==> src/design/ltd_pkg.sv <==
// Function
// - High byte 0000_1111: work register plus literal, set C, DC, Z, OV, N
// - High byte 0000_1011: AND literal into work register, only Z and N change
// - High byte 0000_1001: OR literal into work register, only Z and N change
// - High byte 0000_1010: XOR literal into work register, only Z and N change
// - High byte 0000_1000: literal minus work register, all five flags updated
// - High byte 0000_1110: load literal into work register, no flags
// - High byte 0000_1101: literal times work register into product, no flags
// - Word 0000_0001_0000_kkkk: literal into low nibble of bank select, no flags
// - High byte 0000_1100: return from subroutine, literal into work, two cycles
// - Two-word 12-bit load of a file select pointer, two cycles, no flags
// - Table reads 0000_0000_0000_10nn: none, post-inc, post-dec, pre-inc; two cycles
// - Table writes 0000_0000_0000_11nn: same pointer modes; two cycles, no flags
// - Table read copies addressed byte to latch; pre-inc before, post after
// - Port modified from itself uses sensed pin levels, not the latch
// - Write to timer zero count clears prescaler when it is assigned there
// - Program counter change or true test takes two cycles, second a no-op
// - Lone second word of a two-word instruction executes as a no-op
// - Table pointer is 21 bits, a byte address over two megabytes
// - Whole pointer is the byte address; bit zero is an ordinary address bit
package ltd_pkg;
    localparam int TP_W = 21;
    localparam int FSP_N = 3;

    // Register map
    localparam logic [3:0] OFS_WORK = 4'h0;
    localparam logic [3:0] OFS_STATUS = 4'h1;
    localparam logic [3:0] OFS_BANK = 4'h2;
    localparam logic [3:0] OFS_TP_L = 4'h3;
    localparam logic [3:0] OFS_TP_H = 4'h4;
    localparam logic [3:0] OFS_TP_U = 4'h5;
    localparam logic [3:0] OFS_LATCH = 4'h6;
    localparam logic [3:0] OFS_PROD_L = 4'h7;
    localparam logic [3:0] OFS_PROD_H = 4'h8;
    localparam logic [3:0] OFS_FSP_BASE = 4'h9;

    // Status bit positions
    localparam int ST_C = 0;
    localparam int ST_DC = 1;
    localparam int ST_Z = 2;
    localparam int ST_OV = 3;
    localparam int ST_N = 4;

    // Opcodes matched on upper bits of the word
    localparam logic [7:0] OP_ADD = 8'h0f;
    localparam logic [7:0] OP_AND = 8'h0b;
    localparam logic [7:0] OP_OR = 8'h09;
    localparam logic [7:0] OP_XOR = 8'h0a;
    localparam logic [7:0] OP_SUB = 8'h08;
    localparam logic [7:0] OP_LOAD = 8'h0e;
    localparam logic [7:0] OP_MUL = 8'h0d;
    localparam logic [7:0] OP_RET = 8'h0c;
    localparam logic [11:0] OP_BANK = 12'h010;
    localparam logic [9:0] OP_PTR1 = 10'h3b8;
    localparam logic [7:0] OP_PTR2 = 8'hf0;
    localparam logic [3:0] OP_SECOND = 4'hf;
    localparam logic [12:0] OP_TBL = 13'h0001;

    // Table pointer modes
    localparam logic [1:0] TM_NONE = 2'h0;
    localparam logic [1:0] TM_POST_INC = 2'h1;
    localparam logic [1:0] TM_POST_DEC = 2'h2;
    localparam logic [1:0] TM_PRE_INC = 2'h3;

    localparam logic [7:0] RST_BYTE = 8'h00;
    localparam logic [TP_W-1:0] RST_TP = 21'h000000;

    typedef enum logic [1:0] {
        PH_RUN = 2'b00,
        PH_PTR2 = 2'b01,
        PH_TBL2 = 2'b10,
        PH_NOP2 = 2'b11
    } ltd_phase_t;

    typedef struct packed {
        logic [11:0] addr;
        logic [7:0] data;
    } ltd_fsp_load_t;

    typedef struct packed {
        ltd_phase_t phase;
        logic busy;
        logic [7:0] work;
        logic [4:0] status;
        logic [3:0] bank;
        logic [TP_W-1:0] tptr;
        logic [7:0] latch;
        logic [15:0] prod;
        logic [FSP_N-1:0][11:0] fsp;
        logic [1:0] fsp_sel;
        logic [3:0] fsp_hi;
        logic pm_rd;
        logic pm_wr;
        logic [TP_W-1:0] pm_addr;
        logic [7:0] pm_wdata;
        logic [7:0] rdata;
        logic ret_pop;
        logic presc_clr;
        logic [7:0] rmw_operand;
        logic [7:0] pins_s1;
        logic [7:0] pins_s2;
    } ltd_state_t;
endpackage : ltd_pkg

==> src/design/ltd_decoder.sv <==
module ltd_decoder (
    input wire logic clk,
    input wire logic reset,
    input wire logic instr_valid,
    input wire logic [15:0] instr_word,
    input wire logic pc_change,
    input wire logic [7:0] pm_rdata,
    input wire logic rmw_req,
    input wire logic rmw_src_is_port,
    input wire logic [7:0] port_pins,
    input wire logic [7:0] port_latch,
    input wire logic tz_write,
    input wire logic presc_assigned,
    input wire logic [3:0] reg_addr,
    input wire logic [7:0] reg_wdata,
    input wire logic reg_wr,
    input wire logic reg_rd,
    output logic [7:0] reg_rdata_r,
    output logic busy_r,
    output logic pm_rd_r,
    output logic pm_wr_r,
    output logic [20:0] pm_addr_r,
    output logic [7:0] pm_wdata_r,
    output logic ret_pop_r,
    output logic presc_clr_r,
    output logic [7:0] rmw_operand_r,
    output logic [7:0] work_r,
    output logic [4:0] status_r,
    output logic [3:0] bank_r,
    output logic [20:0] tptr_r,
    output logic [7:0] latch_r
);
    ltd_pkg::ltd_state_t s_r;
    ltd_pkg::ltd_state_t s_nxt;

    logic [7:0] op_hi;
    logic [7:0] lit;
    logic [8:0] sum;
    logic [4:0] nib;
    logic [7:0] logic_res;
    logic [ltd_pkg::TP_W-1:0] tp_inc;
    logic [ltd_pkg::TP_W-1:0] tp_dec;
    logic [4:0] sel_idx;

    ////////////////////////////////////////////////////////////////
    // Datapath helpers
    assign op_hi = instr_word[15:8];
    assign lit = instr_word[7:0];
    assign tp_inc = s_r.tptr + 21'h000001;
    assign tp_dec = s_r.tptr - 21'h000001;
    assign sel_idx = 5'(reg_addr - ltd_pkg::OFS_FSP_BASE);

    ////////////////////////////////////////////////////////////////
    // Next state
    always_comb begin
        s_nxt = s_r;
        sum = 9'h000;
        nib = 5'h00;
        logic_res = 8'h00;
        s_nxt.pm_rd = 1'b0;
        s_nxt.pm_wr = 1'b0;
        s_nxt.ret_pop = 1'b0;
        s_nxt.presc_clr = tz_write & presc_assigned;
        s_nxt.pins_s1 = port_pins;
        s_nxt.pins_s2 = s_r.pins_s1;
        if (rmw_req) begin
            s_nxt.rmw_operand = rmw_src_is_port ? s_r.pins_s2 : port_latch;
        end

        // Bus write, instruction results below take precedence
        if (reg_wr) begin
            unique case (reg_addr)
                ltd_pkg::OFS_WORK: s_nxt.work = reg_wdata;
                ltd_pkg::OFS_STATUS: s_nxt.status = reg_wdata[4:0];
                ltd_pkg::OFS_BANK: s_nxt.bank = reg_wdata[3:0];
                ltd_pkg::OFS_TP_L: s_nxt.tptr[7:0] = reg_wdata;
                ltd_pkg::OFS_TP_H: s_nxt.tptr[15:8] = reg_wdata;
                ltd_pkg::OFS_TP_U: s_nxt.tptr[20:16] = reg_wdata[4:0];
                ltd_pkg::OFS_LATCH: s_nxt.latch = reg_wdata;
                ltd_pkg::OFS_PROD_L: s_nxt.prod[7:0] = reg_wdata;
                ltd_pkg::OFS_PROD_H: s_nxt.prod[15:8] = reg_wdata;
                default: begin
                    if (sel_idx < 5'(2 * ltd_pkg::FSP_N)) begin
                        if (sel_idx[0]) begin
                            s_nxt.fsp[sel_idx[4:1]][11:8] = reg_wdata[3:0];
                        end else begin
                            s_nxt.fsp[sel_idx[4:1]][7:0] = reg_wdata;
                        end
                    end
                end
            endcase
        end

        // Bus read, data in the following cycle
        if (reg_rd) begin
            unique case (reg_addr)
                ltd_pkg::OFS_WORK: s_nxt.rdata = s_r.work;
                ltd_pkg::OFS_STATUS: s_nxt.rdata = {3'h0, s_r.status};
                ltd_pkg::OFS_BANK: s_nxt.rdata = {4'h0, s_r.bank};
                ltd_pkg::OFS_TP_L: s_nxt.rdata = s_r.tptr[7:0];
                ltd_pkg::OFS_TP_H: s_nxt.rdata = s_r.tptr[15:8];
                ltd_pkg::OFS_TP_U: s_nxt.rdata = {3'h0, s_r.tptr[20:16]};
                ltd_pkg::OFS_LATCH: s_nxt.rdata = s_r.latch;
                ltd_pkg::OFS_PROD_L: s_nxt.rdata = s_r.prod[7:0];
                ltd_pkg::OFS_PROD_H: s_nxt.rdata = s_r.prod[15:8];
                default: begin
                    s_nxt.rdata = 8'h00;
                    if (sel_idx < 5'(2 * ltd_pkg::FSP_N)) begin
                        s_nxt.rdata = sel_idx[0] ? {4'h0, s_r.fsp[sel_idx[4:1]][11:8]}
                                                 : s_r.fsp[sel_idx[4:1]][7:0];
                    end
                end
            endcase
        end

        unique case (s_r.phase)
            ltd_pkg::PH_RUN: begin
                if (pc_change) begin
                    s_nxt.phase = ltd_pkg::PH_NOP2;
                end else if (instr_valid) begin
                    if (op_hi == ltd_pkg::OP_ADD) begin
                        sum = {1'b0, s_r.work} + {1'b0, lit};
                        nib = {1'b0, s_r.work[3:0]} + {1'b0, lit[3:0]};
                        s_nxt.work = sum[7:0];
                        s_nxt.status[ltd_pkg::ST_C] = sum[8];
                        s_nxt.status[ltd_pkg::ST_DC] = nib[4];
                        s_nxt.status[ltd_pkg::ST_Z] = (sum[7:0] == 8'h00);
                        s_nxt.status[ltd_pkg::ST_OV] =
                            (s_r.work[7] == lit[7]) && (sum[7] != lit[7]);
                        s_nxt.status[ltd_pkg::ST_N] = sum[7];
                    end else if (op_hi == ltd_pkg::OP_SUB) begin
                        sum = {1'b0, lit} + {1'b0, ~s_r.work} + 9'h001;
                        nib = {1'b0, lit[3:0]} + {1'b0, ~s_r.work[3:0]} + 5'h01;
                        s_nxt.work = sum[7:0];
                        s_nxt.status[ltd_pkg::ST_C] = sum[8];
                        s_nxt.status[ltd_pkg::ST_DC] = nib[4];
                        s_nxt.status[ltd_pkg::ST_Z] = (sum[7:0] == 8'h00);
                        s_nxt.status[ltd_pkg::ST_OV] =
                            (s_r.work[7] != lit[7]) && (sum[7] != lit[7]);
                        s_nxt.status[ltd_pkg::ST_N] = sum[7];
                    end else if (op_hi == ltd_pkg::OP_AND || op_hi == ltd_pkg::OP_OR
                                 || op_hi == ltd_pkg::OP_XOR) begin
                        if (op_hi == ltd_pkg::OP_AND) begin
                            logic_res = s_r.work & lit;
                        end else if (op_hi == ltd_pkg::OP_OR) begin
                            logic_res = s_r.work | lit;
                        end else begin
                            logic_res = s_r.work ^ lit;
                        end
                        s_nxt.work = logic_res;
                        s_nxt.status[ltd_pkg::ST_Z] = (logic_res == 8'h00);
                        s_nxt.status[ltd_pkg::ST_N] = logic_res[7];
                    end else if (op_hi == ltd_pkg::OP_LOAD) begin
                        s_nxt.work = lit;
                    end else if (op_hi == ltd_pkg::OP_MUL) begin
                        s_nxt.prod = s_r.work * lit;
                    end else if (instr_word[15:4] == ltd_pkg::OP_BANK) begin
                        s_nxt.bank = instr_word[3:0];
                    end else if (op_hi == ltd_pkg::OP_RET) begin
                        s_nxt.work = lit;
                        s_nxt.ret_pop = 1'b1;
                        s_nxt.phase = ltd_pkg::PH_NOP2;
                    end else if (instr_word[15:6] == ltd_pkg::OP_PTR1) begin
                        s_nxt.fsp_sel = instr_word[5:4];
                        s_nxt.fsp_hi = instr_word[3:0];
                        s_nxt.phase = ltd_pkg::PH_PTR2;
                    end else if (instr_word[15:3] == ltd_pkg::OP_TBL) begin
                        // Whole pointer goes out as the byte address in memory
                        s_nxt.pm_addr = (instr_word[1:0] == ltd_pkg::TM_PRE_INC)
                                        ? tp_inc : s_r.tptr;
                        unique case (instr_word[1:0])
                            ltd_pkg::TM_NONE: s_nxt.tptr = s_r.tptr;
                            ltd_pkg::TM_POST_INC: s_nxt.tptr = tp_inc;
                            ltd_pkg::TM_POST_DEC: s_nxt.tptr = tp_dec;
                            ltd_pkg::TM_PRE_INC: s_nxt.tptr = tp_inc;
                        endcase
                        if (instr_word[2]) begin
                            s_nxt.pm_wr = 1'b1;
                            s_nxt.pm_wdata = s_r.latch;
                            s_nxt.phase = ltd_pkg::PH_NOP2;
                        end else begin
                            s_nxt.pm_rd = 1'b1;
                            s_nxt.phase = ltd_pkg::PH_TBL2;
                        end
                    end else if (op_hi[7:4] == ltd_pkg::OP_SECOND) begin
                        s_nxt.work = s_r.work;
                    end
                end
            end
            ltd_pkg::PH_PTR2: begin
                if (instr_valid) begin
                    if (op_hi == ltd_pkg::OP_PTR2
                        && s_r.fsp_sel < 2'(ltd_pkg::FSP_N)) begin
                        s_nxt.fsp[s_r.fsp_sel] = {s_r.fsp_hi, lit};
                    end
                    s_nxt.phase = ltd_pkg::PH_RUN;
                end
            end
            ltd_pkg::PH_TBL2: begin
                s_nxt.latch = pm_rdata;
                s_nxt.phase = ltd_pkg::PH_RUN;
            end
            ltd_pkg::PH_NOP2: begin
                s_nxt.phase = ltd_pkg::PH_RUN;
            end
        endcase
        s_nxt.busy = (s_nxt.phase != ltd_pkg::PH_RUN);
    end

    ////////////////////////////////////////////////////////////////
    // State register
    always_ff @(posedge clk or posedge reset) begin
        if (reset) begin
            s_r <= '0;
        end else begin
            s_r <= s_nxt;
        end
    end

    ////////////////////////////////////////////////////////////////
    // Outputs
    assign reg_rdata_r = s_r.rdata;
    assign busy_r = s_r.busy;
    assign pm_rd_r = s_r.pm_rd;
    assign pm_wr_r = s_r.pm_wr;
    assign pm_addr_r = s_r.pm_addr;
    assign pm_wdata_r = s_r.pm_wdata;
    assign ret_pop_r = s_r.ret_pop;
    assign presc_clr_r = s_r.presc_clr;
    assign rmw_operand_r = s_r.rmw_operand;
    assign work_r = s_r.work;
    assign status_r = s_r.status;
    assign bank_r = s_r.bank;
    assign tptr_r = s_r.tptr;
    assign latch_r = s_r.latch;
endmodule : ltd_decoder

==> config.mk <==
export PLATFORM = sky130hd
export DESIGN_NAME = ltd_decoder
export DESIGN_NICKNAME = d
export VERILOG_FILES = /design/src/design/ltd_pkg.sv /design/src/design/ltd_decoder.sv
export SDC_FILE = /design/constraint.sdc
export NUM_CORES = 1
export LEC_CHECK = 0
export BUFFER_PORTS_ARGS = -buffer_cell sky130_fd_sc_hd__buf_2
export CAP_MARGIN = 5
export CORE_MARGIN = 5
export CORE_UTILIZATION = 44
export CTS_BUF_LIST = sky130_fd_sc_hd__clkbuf_2
export DETAILED_ROUTE_END_ITERATION = 10
export SLEW_MARGIN = 40
export SYNTH_ARGS = -nofsm -noshare
export SYNTH_HDL_FRONTEND = slang
export SYNTH_SLANG_ARGS = --single-unit
==> constraint.sdc <==
create_clock -name clk -period 7.8 [get_ports clk]
set_input_delay 1.56 -clock clk [delete_from_list [all_inputs] [get_ports clk]]
set_output_delay 1.56 -clock clk [all_outputs]
set_load 0.02 [all_outputs]
==> reports/metrics.cfg <==
[finish]
final_nets = 1759
largest_reg_flops = 68
drive_gt1_frac = 0.164
area_growth_pct = 4.21
regMostFlops = s_r
fill_cells = 3093

[power_and_ir_drop]
ir_worst_vdd_v = 0.000330
seq_power_share = 0.266
p_clk_frac = 0.100
power.density_nw_per_um2 = 355
power_leakage_nw = 6.39
pwr-share-comb = 0.634
p_int_mw = 2.53
p_switching_mw = 2.54
switching_share = 0.501

[placement]
hpwl_um = 33300
place_ws_ns = 1.58
io_buffer_count = 157
routabilityCongestion = 0.941

[outcome]
outcome = finished, final reports clean

[sta]
hold_viol = 0
relSlewSlack = 0.420
fmax_ghz = 0.184
setup_viol = 0
slew_violations = 0
fin_crit_sh = 0.698
tightest_slew_ns = 0.871
setup_ws_ns = 2.36
tns_ns = 0
finalClockSkew_ns = 0.0406
rsz0062_at_grt = false
min_period_ns = 5.44

[route]
wl_per_cell_um = 22.6
drt_iter0_drc = 1083
drcViolationCount = 0
drt_wl_total_um = 45200
antenna_left = 0
vias_per_cell = 5.96
drt_pass1_iterations = 9
num_vias = 11931

[synth]
synth_edf_count = 0
synth_top_area_frac = 0.314
async_flop_share = 1.00
ys.flop_type = dfrtp_1
syn_nets = 1762
yosysTopAreaCell = dfrtp_1
ys_seq_area_frac = 0.314
synth_cells = 1595
synth.distinct_cells = 78
avgSynthCellArea_um2 = 8.59
synth_warnings = 0
ys_ff_latch = 172
synth.area.top_cells = dfrtp_1 (31%), mux2i_1 (6.5%), ha_1 (6.1%), fa_1 (5.6%), buf_4 (5.0%)
syn_area_um2 = 13700

[floorplan]
die_width_um = 186
die_area_um2 = 34800
coreArea_um2 = 30700
die_h_um = 186
pin_count = 158
rows = 64
start_util = 0.447

[clock_network]
cts_root_buf = clkbuf_2
cts_resized = 0
h-tree-depth = 4
cts_tree = done
cts_buffers = 17
hold_buffers = 0
clk_pin_slew_ns = 0.25
post_cts_buffers = 0
ctsLongestPathBuffers = 2
cts_sinks = 172
insertion_delay_ns = 0.83

[critical_path]
worst_ep_required_time_ns = 8.52
rrSetupSlack_ns = 2.45
r2r-end = s_r[121]$_DFF_PP0_
critPathKind = in2reg
critPathLaunchType = input port
rr_worst_depth = 14
crit_fanout = 10
endpoint_kind = flip-flop
cp.arrival_ns = 6.16
r2r-start = work_r[1]$_DFFE_PP0P_

[min_path]
worstHoldEndpoint = s_r[4]$_DFF_PP0_
min_path_type = reg2reg
hold_path_depth = 0
worstHoldStart = s_nxt[4]$_DFF_PP0_

[flow_run]
cap_violations = 0

[grt]
antenna_found_initial = 1
grt_max_degree = 121
overflow = 0
grt_pass1_wl_um = 70600
grt_use_total = 0.255
first_global_vias = 11837

## power by group through the flow
stage | clock [mW] | sequential, mW | combinational [mW]
finish | 0.507 | 1.35 | 3.21
global route | 0.557 | 1.37 | 3.67
CTS | 0.521 | 1.34 | 3.20
detailed placement | 0 | 1.36 | 3.17
global placement | 0 | 1.36 | 3.14
floorplan | 0 | 1.19 | 2.57
## critical path, stage by stage
cell and delay [ns]:
buf_2 0.29, clkinv_1 0.39, nor2_1 0.25, fa_1 0.45, fa_1 0.51, fa_1 0.49, inv_1 0.05, fa_1 0.47
inv_1 0.04, ha_1 0.32, o21a_1 0.13, o21ai_0 0.19, o311ai_0 0.22, or4_1 0.48, o311a_1 0.31
## cell usage after synthesis (9+ instances only)
| library cell | instances |
|---|---|
| xor2_1 | 22 |
| mux2i_1 | 89 |
| a22oi_1 | 18 |
| o21ai_0 | 133 |
| nand2_1 | 167 |
| and2_1 | 10 |
| a211oi_1 | 23 |
| buf_2 | 12 |
| nand2b_1 | 15 |
| nor2_1 | 135 |
| dfrtp_1 | 172 |
| a21oi_1 | 84 |
| mux2_2 | 26 |
| o22ai_1 | 32 |
| fa_1 | 38 |
| buf_4 | 92 |
| xnor2_1 | 17 |
| nor3_1 | 33 |
| or3_1 | 9 |
| nor4_1 | 19 |
| clkinv_1 | 11 |
| a31oi_1 | 14 |
| and3_1 | 10 |
| buf_1 | 11 |
| a21o_1 | 9 |
| clkbuf_1 | 77 |
| nand3_1 | 29 |
| ha_1 | 67 |
| inv_1 | 71 |
## layer usage
| layer | vias up | wire length [µm] | GRT usage | share of wire |
|---|---|---|---|---|
| met5 | - | 0 | 0 | 0 |
| met4 | 0 | 1590 | 0.0960 | 0.035 |
| met3 | 96 | 3330 | 0.0549 | 0.074 |
| met2 | 522 | 21300 | 0.415 | 0.47 |
| met1 | 5766 | 19000 | 0.336 | 0.42 |
| li1 | 5547 | - | - | - |
## metrics by stage
stage | hold slack, ns | cell area [µm²] | total power [mW] | util | std cells
6_report | 0.369 | 14300 | 5.07 | 0.465 | 2001
3_3_place_gp | 0.331 | 14000 | 4.50 | 0.457 | 1969
4_1_cts | 0.366 | 14300 | 5.06 | 0.465 | 2000
5_1_grt | 0.377 | 14300 | 5.60 | 0.465 | 2001
3_5_place_dp | 0.335 | 14000 | 4.53 | 0.457 | 1969
2_1_floorplan | 0.331 | 13700 | 3.77 | - | 1595
## cell type report
cell class	count	area, µm²	area share
Multi-Input combinational cell	1147	8010	0.561
Sequential cell	172	4300	0.302
Timing Repair Buffer	171	891	0.0624
Tap cell	396	495	0.0347
Inverter	83	324	0.0227
Clock inverter	14	159	0.0111
Clock buffer	17	85.1	0.00596
Antenna cell	1	2.50	0.000175
## logic make-up after synthesis
group                      Yosys count  synth area share
AOI/OAI and AO/OA                  395             0.180
xor gates and xnor gates            39            0.0249
adders and majority gates          105             0.117
buffers and inverters              276             0.102
DFF                                172             0.314
muxes                              117            0.0897
and+or+nand+nor                    491             0.172
## layout by cell type (no fill, tap or decap), types with 8 or more instances in the layout
cell / synthesis / routed
xnor2_1: 17 / 17
and3_1: 10 / 10
mux2i_1: 89 / 89
fa_1: 38 / 38
nand3_1: 29 / 29
or4_1: 8 / 8
mux2_2: 26 / 26
ha_1: 67 / 67
o22ai_1: 32 / 32
a211oi_1: 23 / 23
nor4_1: 19 / 19
buf_4: 92 / 14
nand4_1: 8 / 8
a21oi_1: 84 / 84
o21ai_0: 133 / 133
nor3_1: 33 / 32
and2_1: 10 / 10
a31oi_1: 14 / 14
clkinv_1: 11 / 12
a21o_1: 9 / 9
dfrtp_1: 172 / 172
inv_1: 71 / 70
or3_1: 9 / 9
clkbuf_2: 0 / 17
nand2_1: 167 / 167
xor2_1: 22 / 22
buf_2: 12 / 157
nor2_1: 135 / 134
a22oi_1: 18 / 18
nand2b_1: 15 / 15
## worst max-delay path by stage
stage,slack [ns],from,end
after global routing,2.25,instr_word[2],s_r[121]$_DFF_PP0_
after global placement,1.74,instr_word[2],s_r[121]$_DFF_PP0_
final,2.36,instr_word[2],s_r[121]$_DFF_PP0_
after floorplan,1.58,reset,bank_r[0]$_DFF_PP0_
after detailed placement,1.58,instr_word[2],s_r[121]$_DFF_PP0_
after CTS,2.48,instr_word[2],s_r[121]$_DFF_PP0_
Power figures use the tool's default switching activity.
